**src/verilog/interval_bank_pkg.sv**
```systemverilog
// Purpose: Constants and carrier types of the interval register bank
// Assumes: 8-bit host data bus, 4-bit latched address
// Notes:   Write and read maps share addresses 0x0 to 0xA
package interval_bank_pkg;

    // ------------------------------------------------------------
    // Addresses
    // ------------------------------------------------------------
    localparam logic [3:0] ADR_COMMAND    = 4'h0;
    localparam logic [3:0] ADR_RESOLUTION = 4'h1;
    localparam logic [3:0] ADR_HIT_SELECT = 4'h2;
    localparam logic [3:0] ADR_PLL_ADJUST = 4'h3;
    localparam logic [3:0] ADR_CLOCK_DIV  = 4'h4;
    localparam logic [3:0] ADR_COMPONENT  = 4'h5;
    localparam logic [3:0] ADR_IRQ_MODE   = 4'h6;
    localparam logic [3:0] ADR_HIT_LIMIT  = 4'h7;
    localparam logic [3:0] ADR_MULT_LOW   = 4'h8;
    localparam logic [3:0] ADR_MULT_MID   = 4'h9;
    localparam logic [3:0] ADR_MULT_HIGH  = 4'hA;
    localparam logic [3:0] ADR_INIT       = 4'hB;
    localparam logic [3:0] ADR_STATUS_ONE = 4'h8;
    localparam logic [3:0] ADR_STATUS_TWO = 4'h9;
    localparam logic [3:0] ADR_PLL_REF    = 4'hA;

    // ------------------------------------------------------------
    // Field positions, values after reset, counts
    // ------------------------------------------------------------
    localparam int CAL_BIT      = 7;
    localparam int ALU_CAL_BIT  = 6;
    localparam int MULT_BIT     = 5;
    localparam int RANGE_BIT    = 4;
    localparam int AUTO_CAL_BIT = 3;
    localparam int INIT_TDC_BIT = 0;
    localparam int INIT_ALU_BIT = 1;
    localparam int NOISE_BIT    = 2;
    localparam logic [7:0] REG_RESET   = 8'h00;
    localparam logic [3:0] POR_PATTERN = 4'hA;
    localparam logic [2:0] HIT_MAX     = 3'h4;
    localparam int WRITE_REGS   = 11;
    localparam int RESULT_WORDS = 8;

    // ------------------------------------------------------------
    // Carriers
    // ------------------------------------------------------------
    typedef struct packed {
        logic        range_two_select;
        logic        stop_two_polarity;
        logic        stop_one_polarity;
        logic        start_polarity;
        logic        start_enable;
        logic        resolution_adjust;
        logic        high_resolution;
        logic [5:0]  high_res_adjust;
        logic [3:0]  upper_readout_select;
        logic [3:0]  lower_readout_select;
        logic [7:0]  pll_tune_factor;
        logic [2:0]  cal_clock_divider;
        logic        pll_phase_invert;
        logic        pll_track_mode;
        logic [2:0]  pll_ref_divider;
        logic [2:0]  component_port_count;
        logic        single_port;
        logic        capacitor_select;
        logic [2:0]  component_clock_divider;
        logic        irq_on_overflow;
        logic        queuing_enable;
        logic        restart_mode_enable;
        logic        noise_enable;
        logic        component_start;
        logic        external_transistor;
        logic [1:0]  alu_speed;
        logic        half_resolution;
        logic        spike_suppress;
        logic [2:0]  channel_two_limit;
        logic [2:0]  channel_one_limit;
        logic [23:0] multiply_factor;
    } ctrl_type;

    typedef struct packed {
        logic cal_run;
        logic alu_calibrate;
        logic do_multiply;
        logic init_measure;
        logic init_alu;
        logic clock_noise;
    } pulse_type;

    typedef struct packed {
        logic        result_valid;
        logic [2:0]  result_index;
        logic [15:0] result_data;
        logic        measure_done;
        logic        alu_ready;
        logic        overflow_event;
        logic        pll_lock;
        logic [2:0]  hit_count_two;
        logic [2:0]  hit_count_one;
        logic        pll_ref_valid;
        logic [7:0]  pll_ref;
    } core_type;

endpackage : interval_bank_pkg

```
**src/verilog/interval_register_bank.sv**
```systemverilog
// Purpose: Host register bank of a two-channel interval converter
// Assumes: Bus pins synchronous to CLK, measuring core outside
// Notes:   16-bit results are read as two bytes, low byte first
module interval_register_bank
    import interval_bank_pkg::*;
(
    // Clock and reset
    input  wire logic       CLK,
    input  wire logic       RST_N,
    // Host bus
    input  wire logic [3:0] ADDR,
    input  wire logic       ADDR_LATCH,
    input  wire logic       CHIP_SELECT_LOW,
    input  wire logic       READ_STROBE_LOW,
    input  wire logic       WRITE_STROBE_LOW,
    input  wire logic [7:0] DATA_IN,
    output logic      [7:0] DATA_OUT,
    output logic            DATA_OE,
    // Interrupt
    output logic            IRQ_OUT,
    // Measuring core
    input  wire core_type   CORE,
    output ctrl_type        CTRL,
    output pulse_type       PULSE
);

    // ------------------------------------------------------------
    // Bus front end
    // ------------------------------------------------------------
    logic [3:0]  addr;
    logic        wr_low_q;
    logic        rd_low_q;
    logic [7:0]  wr_data;
    logic        wr_stb;
    logic        rd_end;
    logic        por_wipe;
    logic        byte_high;
    logic [7:0]  wr_reg [0:WRITE_REGS-1];
    logic [15:0] result [0:RESULT_WORDS-1];
    logic [7:0]  pll_ref;
    logic        overflow_flag;
    logic        irq_set;
    logic        irq_clr;
    logic [7:0]  status_one;
    logic [7:0]  rd_byte;
    logic [15:0] rd_word;
    ctrl_type    next_ctrl;

    // Write completes on the rising write strobe under chip select
    assign wr_stb = !wr_low_q && WRITE_STROBE_LOW && !CHIP_SELECT_LOW;
    assign rd_end = !rd_low_q && READ_STROBE_LOW && !CHIP_SELECT_LOW;
    assign por_wipe = wr_stb && (addr == ADR_INIT) && (wr_data[7:4] == POR_PATTERN);

    // Address taken while the latch strobe is high, held otherwise
    always_ff @(posedge CLK or negedge RST_N) begin
        if (!RST_N) begin
            addr <= 4'h0;
        end else if (ADDR_LATCH) begin
            addr <= ADDR;
        end
    end

    // Strobe history and write data capture
    always_ff @(posedge CLK or negedge RST_N) begin
        if (!RST_N) begin
            wr_low_q <= 1'b1;
            rd_low_q <= 1'b1;
            wr_data  <= 8'h00;
        end else begin
            wr_low_q <= WRITE_STROBE_LOW;
            rd_low_q <= READ_STROBE_LOW;
            if (!WRITE_STROBE_LOW) begin
                wr_data <= DATA_IN; // Last byte seen before the rise
            end
        end
    end

    // ------------------------------------------------------------
    // Write registers
    // ------------------------------------------------------------
    // Register file, wiped by reset or the power-on pattern
    always_ff @(posedge CLK or negedge RST_N) begin
        if (!RST_N) begin
            for (int i = 0; i < WRITE_REGS; i++) begin
                wr_reg[i] <= REG_RESET;
            end
        end else if (por_wipe) begin
            for (int i = 0; i < WRITE_REGS; i++) begin
                wr_reg[i] <= REG_RESET;
            end
        end else if (wr_stb && (addr <= ADR_MULT_HIGH)) begin
            wr_reg[addr] <= wr_data;
        end
    end

    // Field decode towards the core
    always_comb begin
        next_ctrl = '0;
        // Command register
        next_ctrl.range_two_select  = wr_reg[ADR_COMMAND][RANGE_BIT];
        next_ctrl.stop_two_polarity = wr_reg[ADR_COMMAND][2];
        next_ctrl.stop_one_polarity = wr_reg[ADR_COMMAND][1];
        next_ctrl.start_polarity    = wr_reg[ADR_COMMAND][0];
        // Resolution register
        next_ctrl.resolution_adjust = wr_reg[ADR_RESOLUTION][7];
        next_ctrl.start_enable      = !wr_reg[ADR_RESOLUTION][7];
        next_ctrl.high_resolution   = wr_reg[ADR_RESOLUTION][6];
        next_ctrl.high_res_adjust   = wr_reg[ADR_RESOLUTION][5:0];
        // Readout selection
        next_ctrl.upper_readout_select = wr_reg[ADR_HIT_SELECT][7:4];
        next_ctrl.lower_readout_select = wr_reg[ADR_HIT_SELECT][3:0];
        // PLL tuning and clocks
        next_ctrl.pll_tune_factor   = wr_reg[ADR_PLL_ADJUST];
        next_ctrl.cal_clock_divider = wr_reg[ADR_CLOCK_DIV][7:5];
        next_ctrl.pll_phase_invert  = wr_reg[ADR_CLOCK_DIV][4];
        next_ctrl.pll_track_mode    = wr_reg[ADR_CLOCK_DIV][3];
        next_ctrl.pll_ref_divider   = wr_reg[ADR_CLOCK_DIV][2:0];
        // Component measurement
        next_ctrl.component_port_count    = wr_reg[ADR_COMPONENT][7:5];
        next_ctrl.single_port             = wr_reg[ADR_COMPONENT][4];
        next_ctrl.capacitor_select        = wr_reg[ADR_COMPONENT][3];
        next_ctrl.component_clock_divider = wr_reg[ADR_COMPONENT][2:0];
        // Interrupt and mode register
        next_ctrl.irq_on_overflow     = wr_reg[ADR_IRQ_MODE][7];
        next_ctrl.queuing_enable      = wr_reg[ADR_IRQ_MODE][6] && !wr_reg[ADR_COMMAND][RANGE_BIT];
        next_ctrl.restart_mode_enable = wr_reg[ADR_IRQ_MODE][5];
        next_ctrl.noise_enable        = wr_reg[ADR_IRQ_MODE][4];
        next_ctrl.component_start     = wr_reg[ADR_IRQ_MODE][3];
        next_ctrl.external_transistor = wr_reg[ADR_IRQ_MODE][2];
        next_ctrl.alu_speed           = wr_reg[ADR_IRQ_MODE][1:0];
        // Hit limits saturate at four
        next_ctrl.half_resolution = wr_reg[ADR_HIT_LIMIT][7];
        next_ctrl.spike_suppress  = wr_reg[ADR_HIT_LIMIT][6];
        next_ctrl.channel_two_limit = (wr_reg[ADR_HIT_LIMIT][5:3] > HIT_MAX) ?
                                      HIT_MAX : wr_reg[ADR_HIT_LIMIT][5:3];
        next_ctrl.channel_one_limit = (wr_reg[ADR_HIT_LIMIT][2:0] > HIT_MAX) ?
                                      HIT_MAX : wr_reg[ADR_HIT_LIMIT][2:0];
        // Multiplication factor, low byte at the lowest address
        next_ctrl.multiply_factor = {wr_reg[ADR_MULT_HIGH], wr_reg[ADR_MULT_MID], wr_reg[ADR_MULT_LOW]};
    end

    // Registered control towards the core
    always_ff @(posedge CLK or negedge RST_N) begin
        if (!RST_N) begin
            CTRL <= '0;
        end else begin
            CTRL <= next_ctrl;
        end
    end

    // ------------------------------------------------------------
    // Action pulses
    // ------------------------------------------------------------
    // One-cycle commands raised by writes and by finished measurements
    always_ff @(posedge CLK or negedge RST_N) begin
        if (!RST_N) begin
            PULSE <= '0;
        end else begin
            PULSE.cal_run <= (wr_stb && (addr == ADR_COMMAND) && wr_data[CAL_BIT])
                          || (CORE.measure_done && wr_reg[ADR_COMMAND][AUTO_CAL_BIT]);
            PULSE.alu_calibrate <= wr_stb && (addr == ADR_COMMAND) && wr_data[ALU_CAL_BIT];
            PULSE.do_multiply   <= wr_stb && (addr == ADR_COMMAND) && wr_data[MULT_BIT];
            PULSE.init_measure  <= wr_stb && (addr == ADR_INIT) && wr_data[INIT_TDC_BIT];
            PULSE.init_alu      <= wr_stb && (addr == ADR_INIT) && wr_data[INIT_ALU_BIT];
            PULSE.clock_noise   <= wr_stb && (addr == ADR_INIT) && wr_data[NOISE_BIT];
        end
    end

    // ------------------------------------------------------------
    // Results and status
    // ------------------------------------------------------------
    // Result words from the core, dropped on measuring-unit init
    always_ff @(posedge CLK or negedge RST_N) begin
        if (!RST_N) begin
            for (int i = 0; i < RESULT_WORDS; i++) begin
                result[i] <= 16'h0000;
            end
        end else if (PULSE.init_measure) begin
            for (int i = 0; i < RESULT_WORDS; i++) begin
                result[i] <= 16'h0000;
            end
        end else if (CORE.result_valid) begin
            result[CORE.result_index] <= CORE.result_data;
        end
    end

    // PLL reference value taken only during a track-mode run
    always_ff @(posedge CLK or negedge RST_N) begin
        if (!RST_N) begin
            pll_ref <= 8'h00;
        end else if (CORE.pll_ref_valid && CTRL.pll_track_mode) begin
            pll_ref <= CORE.pll_ref;
        end
    end

    // Overflow stays set until the measuring unit is initialised
    sticky_flag u_overflow (
        .clk  (CLK),
        .rst_n(RST_N),
        .set  (CORE.overflow_event),
        .clr  (PULSE.init_measure),
        .flag (overflow_flag)
    );

    // Interrupt from the selected source, cleared by either init
    assign irq_set = CTRL.irq_on_overflow ? CORE.overflow_event : CORE.alu_ready;
    assign irq_clr = PULSE.init_measure || PULSE.init_alu;

    sticky_flag u_irq (
        .clk  (CLK),
        .rst_n(RST_N),
        .set  (irq_set),
        .clr  (irq_clr),
        .flag (IRQ_OUT)
    );

    assign status_one = {CORE.pll_lock, overflow_flag, CORE.hit_count_two, CORE.hit_count_one};

    // ------------------------------------------------------------
    // Read path
    // ------------------------------------------------------------
    // Byte pointer: a new address restarts at the low byte
    always_ff @(posedge CLK or negedge RST_N) begin
        if (!RST_N) begin
            byte_high <= 1'b0;
        end else if (ADDR_LATCH) begin
            byte_high <= 1'b0;
        end else if (rd_end && (addr < ADR_STATUS_ONE)) begin
            byte_high <= !byte_high;
        end
    end

    // Read multiplexer, unmapped addresses read zero
    always_comb begin
        rd_word = result[addr[2:0]];
        case (addr)
            ADR_STATUS_ONE: rd_byte = status_one;
            ADR_STATUS_TWO: rd_byte = 8'h00;
            ADR_PLL_REF:    rd_byte = pll_ref;
            default: begin
                if (addr < ADR_STATUS_ONE) begin
                    rd_byte = byte_high ? rd_word[15:8] : rd_word[7:0];
                end else begin
                    rd_byte = 8'h00;
                end
            end
        endcase
    end

    // Data bus driven while read strobe and select are low
    always_ff @(posedge CLK or negedge RST_N) begin
        if (!RST_N) begin
            DATA_OUT <= 8'h00;
            DATA_OE  <= 1'b0;
        end else begin
            DATA_OUT <= rd_byte;
            DATA_OE  <= !CHIP_SELECT_LOW && !READ_STROBE_LOW;
        end
    end
endmodule : interval_register_bank

```
**src/verilog/sticky_flag.sv**
```systemverilog
// Purpose: Flag set by an event and cleared by a command
// Assumes: Set and clear are one-cycle pulses on clk
// Notes:   A set in the clearing cycle wins
module sticky_flag (
    // Clock and reset
    input  wire logic clk,
    input  wire logic rst_n,
    // Events
    input  wire logic set,
    input  wire logic clr,
    // State
    output logic      flag
);

    // Set has priority so no event is lost
    always_ff @(posedge clk or negedge rst_n) begin
        if (!rst_n) begin
            flag <= 1'b0;
        end else if (set) begin
            flag <= 1'b1;
        end else if (clr) begin
            flag <= 1'b0;
        end
    end
endmodule : sticky_flag

```
**config.mk**
```make
export PLATFORM = sky130hd
export DESIGN_NAME = interval_register_bank
export DESIGN_NICKNAME = d
export VERILOG_FILES = /design/src/verilog/interval_bank_pkg.sv /design/src/verilog/interval_register_bank.sv /design/src/verilog/sticky_flag.sv
export SDC_FILE = /design/constraint.sdc
export NUM_CORES = 1
export LEC_CHECK = 0
export ABC_AREA = 1
export BUFFER_PORTS_ARGS = -buffer_cell sky130_fd_sc_hd__buf_2
export CORE_MARGIN = 4
export CORE_UTILIZATION = 25
export CTS_CLUSTER_DIAMETER = 200
export CTS_CLUSTER_SIZE = 28
export DETAILED_ROUTE_END_ITERATION = 7
export PLACE_DENSITY = 0.48
export SLEW_MARGIN = 10
export SYNTH_ARGS = -nofsm -noshare
export SYNTH_HDL_FRONTEND = slang
export SYNTH_SLANG_ARGS = --single-unit
```
**constraint.sdc**
```tcl
create_clock -name CLK -period 1.75 [get_ports CLK]
set_input_delay 0.2625 -clock CLK [delete_from_list [all_inputs] [get_ports CLK]]
set_output_delay 0.2625 -clock CLK [all_outputs]
set_load 0.03 [all_outputs]
```
==> flow_summary_export.csv, run 1 <==
group,metric,value,unit
timing,slew_headroom,0.579,
route,routed_wl,39800,microns
floorplan,fp.dieW,237,microns
power_and_ir_drop,pwr-share-clk,0.236,
timing,final-setup-viol-count,0,
route,via_per_inst,4.57,
timing,worst_slew_pin_slew,632,ps
timing,max_freq,0.601,GHz
logic_synthesis,synthAdderAreaFrac,0,
placement,placement.io_buffers,157,
run,maxCapViolations,0,
worst_setup_path,worstSetupStartpointType,"input pin",
cts,numCtsBuffers,16,
cells_and_area,diodes,0,
power_and_ir_drop,internal_power,12700,uW
power_and_ir_drop,p_sw,6030,uW
timing,maxSlewViolCount,0,
worst_setup_path,critPathArrivalTime,2060,ps
cells_and_area,fin_area,0.0160,sq mm
placement,dpl.hpwl,26700,microns
floorplan,row_count,83,
route,dr_total_vias,10200,
global_route,grt.total_usage,0.139,
global_route,grt_pass1_wl,62200,microns
logic_synthesis,synth_mux_area_frac,0.00860,
power_and_ir_drop,pwr-share-seq,0.543,
cts,clock_tree.root_cell,"clkbuf_16",
floorplan,start_util,0.254,
timing,hold_viol_final,0,
cts,cts_sinks,338,
logic_synthesis,synth_nets,1413,
route,drtIter0Drc,783,
logic_synthesis,yosysUniqueCellTypes,24,
timing,clock_skew,39.4,ps
global_route,antenna_found_initial,0,
cells_and_area,final_common_cell,"dfrtp_1",
cells_and_area,n_fill_cell,5366,
cells_and_area,drive_gt1_frac,0.188,
placement,place_inst,2188,
power_and_ir_drop,total_power,18700,uW
power_and_ir_drop,vdd_drop_max,0.541,mV
cts,insertion_delay,520,ps
power_and_ir_drop,powerDensity,1170,mW/mm^2
route,drc,0,
worst_setup_path,cp-end-kind,"register",
cells_and_area,fin_cells,2237,
logic_synthesis,synthSimpleGateAreaFrac,0.204,
logic_synthesis,synth_top_family_by_area,"simple AND/OR/NAND/NOR gates",
worst_setup_path,crit_type,"in -> reg",
power_and_ir_drop,swShare,0.323,
timing,rsz0062_at_grt,"false",
floorplan,die_area,0.0561,sq mm
logic_synthesis,netlist_instances,1356,
placement,place_congestion,0.786,
logic_synthesis,synth_compound_area_frac,0.0935,
route,first_pass_iters,5,
cells_and_area,largest_register,"result",
placement,placedInstanceArea,0.0153,sq mm
logic_synthesis,synth_xor_xnor_area_share,0,
cells_and_area,multi_input_comb_area,0.00401,sq mm
global_route,grt_max_degree,62,
worst_setup_path,crit_path_max_fanout,61,
cts,cts_tree,"yes",
outcome,status,"finished clean",
logic_synthesis,ys_seq_elements,338,
timing,period_minus_slack,1660,ps
global_route,grt_overflow,0,
cells_and_area,syn_to_final_growth,22.1,%
cells_and_area,seq_area,0.00846,sq mm
worst_setup_path,critPathRequiredTime,2140,ps
hold_path,hp-class,"in -> reg",
logic_synthesis,netlist_area,0.0131,sq mm
cells_and_area,largest_register_ffs,128,
logic_synthesis,syn_avg_cell_area,9.65,sq um
timing,holdWs,26.0,ps
floorplan,die_y,237,microns
logic_synthesis,seq_area_frac_synth,0.646,
cts,htree_levels,1,
cells_and_area,final_cell_mix,"dfrtp_1 (333), nand2_1 (321), nand3_1 (245)",
logic_synthesis,ys_warn_count,0,
worst_setup_path,r2r_slack,90,ps
floorplan,ios,158,
route,ant_nets,0,
power_and_ir_drop,p_leak,0.00805,uW
power_and_ir_drop,pwr-share-comb,0.221,
global_route,grt_pass1_vias,10200,
cts,clk_pin_slew_worst_paths,110,ps
cells_and_area,fin_nets,1607,
route,wl_per_cell,17.8,microns
floorplan,core,0.0516,sq mm
cts,ctsLongestPathBuffers,3,
timing,period_share,0.951,
[worst max-delay path: stages]
cell and delay [ps]:
dlygate4sd3_1 550, buf_2 180, nor3b_4 230, nand2_2 70, nor2_1 170, nand2_2 110
buf_12 190, nand2_1 150, o21ai_0 90
[layout make-up]
cell class,instances,share of cell area
Clock buffer,24,0.0283
Timing Repair Buffer,270,0.121
Tap cell,680,0.0532
Multi-Input combinational cell,857,0.251
Sequential cell,338,0.530
Inverter,67,0.0158
Clock inverter,1,0.00188
[per-stage QoR]
stage | setup WS (ps) | util | TNS [ps]
2_1_floorplan | 176 | - | 0
3_3_place_gp | -40.0 | 0.296 | -205
3_5_place_dp | -35.2 | 0.296 | -156
4_1_cts | 29.9 | 0.309 | 0
5_1_grt | 0.591 | 0.310 | 0
6_report | 86.5 | 0.310 | 0
[final timing paths]
path,from,to,depth (start not counted)
min in group asynchronous,RST_N,result[76]$_DFFE_PN0P_,2
setup / recovery,CHIP_SELECT_LOW,wr_reg[24]$_DFFE_PN0P_,9
max in group asynchronous,RST_N,next_ctrl[63]$_DFFE_PN0P_,3
hold reg to reg,next_ctrl[47]$_DFFE_PN0P_,CTRL[47]$_DFF_PN0_,0
setup reg to reg,addr[0]$_DFFE_PN0P_,DATA_OUT[5]$_DFF_PN0_,10
hold / removal,DATA_IN[0],wr_data[0]$_DFFE_PN0N_,3
[power groups by stage]
stage	clock network, uW	registers, uW	logic (uW)
after floorplan	0	11000	1740
after global placement	0	10300	4090
after detailed placement	0	10300	4150
after CTS	4570	10200	4190
after global routing	4850	10300	4590
final	4410	10200	4130
[what timing repair did]
action	CTS	global route
hold endpoints to repair	62	0
hold buffers	22	0
endpoints found under the setup margin	7	40
gates resized for setup	1	7
buffers inserted	0	1
gates cloned	0	1
[kinds of logic after synthesis]
kind of cell,Yosys count
flip-flops,338
multiplexers,10
AO/OA/AOI/OAI,234
buffers and inverters,161
AND/OR/NAND/NOR,613
[cells in the mapped netlist (all sizes together)]
cell type / instances / share of area
clkbuf: 71 / 0.020
mux2: 10 / 0.0086
inv: 65 / 0.019
o21a: 1 / 0.00057
a21oi: 7 / 0.0027
a22o: 7 / 0.0047
buf: 23 / 0.0082
o22ai: 16 / 0.0076
nor4: 1 / 0.00048
nand2: 323 / 0.093
nor3b: 1 / 0.0014
dfstp: 2 / 0.0040
nand4: 14 / 0.0067
nand3: 245 / 0.094
nor2: 29 / 0.0083
dfrtp: 336 / 0.64
clkinv: 2 / 0.00057
o21ai: 203 / 0.078
[routing by layer]
layer / vias to the layer above / part of all wire / global-route usage
li1: 4886 / - / -
met1: 5065 / 0.47 / 0.201
met2: 231 / 0.47 / 0.222
met3: 32 / 0.046 / 0.0181
met4: 0 / 0.020 / 0.0317
met5: - / 0 / 0
(Power assumes the default switching activity.)
==> inputs of run 2 (changes only) <==
- PLACE_DENSITY: 0.48 -> 0.49
- SETUP_SLACK_MARGIN: unset -> 0.3
==> run 2 against run 1 <==
  * Flip-flop and latch count stayed put
  * Maximum frequency is 2.6% higher
  * Combinational power is 11% higher
  * Highest routed layer unchanged
  * Via count is 4.2% higher
  * Sequential share of layout area is 4.1 points lower
==> flow_summary_export.csv, run 2 (same netlist as run 1, synthesis figures left out) <==
group,metric,value,unit
cells_and_area,fin_area,0.0173,sq mm
global_route,grt_pass1_wl,62000,microns
cells_and_area,final_common_cell,"dfrtp_1",
worst_setup_path,cp_common_cell,"nand2_1",
route,drc,0,
floorplan,ios,158,
cts,clk_pin_slew_worst_paths,110,ps
cells_and_area,largest_register,"result",
cells_and_area,largest_register_ffs,128,
hold_path,hp-class,"in -> reg",
power_and_ir_drop,vdd_drop_max,0.724,mV
run,maxCapViolations,0,
worst_setup_path,worstSetupStartpointType,"register",
placement,dpl.hpwl,25400,microns
global_route,grt_max_degree,82,
global_route,grt_overflow,0,
floorplan,fp.dieW,237,microns
route,drtIter0Drc,992,
timing,holdWs,31.0,ps
cts,numCtsBuffers,16,
timing,rsz0062_at_grt,"true",
cells_and_area,n_fill_cell,5281,
timing,maxSlewViolCount,0,
timing,clock_skew,43.3,ps
floorplan,row_count,83,
cts,insertion_delay,530,ps
cells_and_area,fin_nets,1626,
timing,hold_viol_final,0,
placement,placedInstanceArea,0.0151,sq mm
worst_setup_path,cp-end-kind,"register",
floorplan,die_area,0.0561,sq mm
worst_setup_path,slowest_stage,"dfrtp_2",
route,ant_nets,0,
route,via_per_inst,4.71,
cts,htree_levels,1,
route,routed_wl,42300,microns
worst_setup_path,path_buf_inv,4,
route,dr_total_vias,10600,
worst_setup_path,r2r_slack,130,ps
worst_setup_path,crit_family,"buffers and inverters",
floorplan,die_y,237,microns
global_route,antenna_found_initial,0,
worst_setup_path,critPathArrivalTime,2060,ps
cells_and_area,drive_gt1_frac,0.298,
placement,placement.io_buffers,157,
timing,period_minus_slack,1620,ps
power_and_ir_drop,p_leak,0.00852,uW
cts,clock_tree.root_cell,"clkbuf_16",
route,first_pass_iters,5,
worst_setup_path,cpPeakStageDelay,450,ps
outcome,status,"finished clean",
timing,max_freq,0.617,GHz
power_and_ir_drop,powerDensity,1110,mW/mm^2
global_route,grt_pass1_vias,10300,
cells_and_area,finalCoreUtilization,0.336,
placement,pre_cts_ws,4.91,ps
worst_setup_path,critPathRequiredTime,2190,ps
timing,tns,0,ps
cts,cts_tree,"yes",
cts,cts_sinks,338,
timing,period_share,0.926,
cts,ctsLongestPathBuffers,3,
floorplan,core,0.0516,sq mm
route,wl_per_cell,18.7,microns
timing,fin_ws,129,ps
worst_setup_path,crit_path_max_fanout,6,
worst_setup_path,crit_type,"reg -> reg",
timing,worst_slew_pin_slew,638,ps
timing,slew_headroom,0.574,
cells_and_area,final_cell_mix,"dfrtp_1 (331), nand2_1 (276), nand3_1 (168)",
cells_and_area,syn_to_final_growth,32.4,%
placement,place_congestion,0.783,
floorplan,start_util,0.254,
worst_setup_path,crit_chain,"clkinvlp_4 > buf_12 > buf_12 > buf_16 > nand2_4 > nand2_2 > nand2_1 > nand3_1 > nand3_2 > nand2_1 > nand2_2 > nand2_1",
global_route,grt.total_usage,0.139,
timing,final-setup-viol-count,0,
cells_and_area,diodes,0,
run 2: cell types whose count changed in the layout (fill, tap and decap cells not counted), sizes merged, moves of 2 or more:
cell	change
clkbuf	+13
buf	+9
dlygate4sd3	-3
nand2	+2
run 2: worst paths after layout:
path	start	end	cells after the start
worst max-delay path	addr[0]$_DFFE_PN0P_	DATA_OUT[3]$_DFF_PN0_	12
worst min-delay path	DATA_IN[1]	wr_data[1]$_DFFE_PN0N_	3
min in group asynchronous	RST_N	CTRL[41]$_DFF_PN0_	2
max in group asynchronous	RST_N	result[91]$_DFFE_PN0P_	4
worst max register to register	addr[0]$_DFFE_PN0P_	DATA_OUT[3]$_DFF_PN0_	12
worst min register to register	next_ctrl[2]$_DFFE_PN0P_	CTRL[2]$_DFF_PN0_	0
run 2: metrics by stage:
step | std cells | power, uW
after detailed placement | 2161 | 14400
after global routing | 2259 | 20300
after global placement | 2161 | 14300
after CTS | 2233 | 19200
after floorplan | 1356 | 12700
final | 2259 | 19300
run 2: timing repair:
action | CTS | global route
pin swaps | 30 | 43
hold buffers | 19 | 0
resized for setup | 107 | 140
hold endpoints to repair | 291 | 0
setup endpoints to repair | 133 | 139
cloned | 9 | 14
buffers inserted | 16 | 12
run 2: per-layer routing:
| metal | wire length (microns) | share of wire | vias up | global-route usage |
|---|---|---|---|---|
| met5 | 0 | 0 | - | 0 |
| met3 | 1950 | 0.046 | 44 | 0.0192 |
| met4 | 937 | 0.022 | 0 | 0.0352 |
| met1 | 19500 | 0.46 | 5369 | 0.198 |
| li1 | - | - | 4942 | - |
| met2 | 19900 | 0.47 | 291 | 0.223 |
run 2: final cells by class:
type / count / area [sq um] / area share
Tap cell: 680 / 851 / 0.0491
Clock buffer: 27 / 463 / 0.0267
Sequential cell: 338 / 8470 / 0.488
Multi-Input combinational cell: 859 / 4730 / 0.273
Clock inverter: 1 / 30.0 / 0.00173
Timing Repair Buffer: 287 / 2510 / 0.145
Inverter: 67 / 278 / 0.0160
run 2: worst register-to-register path: cells and delay by family (launching register included):
kind / cells / cell delay, ps
buffers and inverters: 4 / 550
flip-flops: 1 / 450
AND/OR/NAND/NOR: 8 / 530
run 2: power breakdown:
group | internal, uW | switching [uW] | total (uW)
clock | 1880 | 2610 | 4490
sequential | 9360 | 854 | 10200
combinational | 1740 | 2840 | 4580
total | 13000 | 6300 | 19300
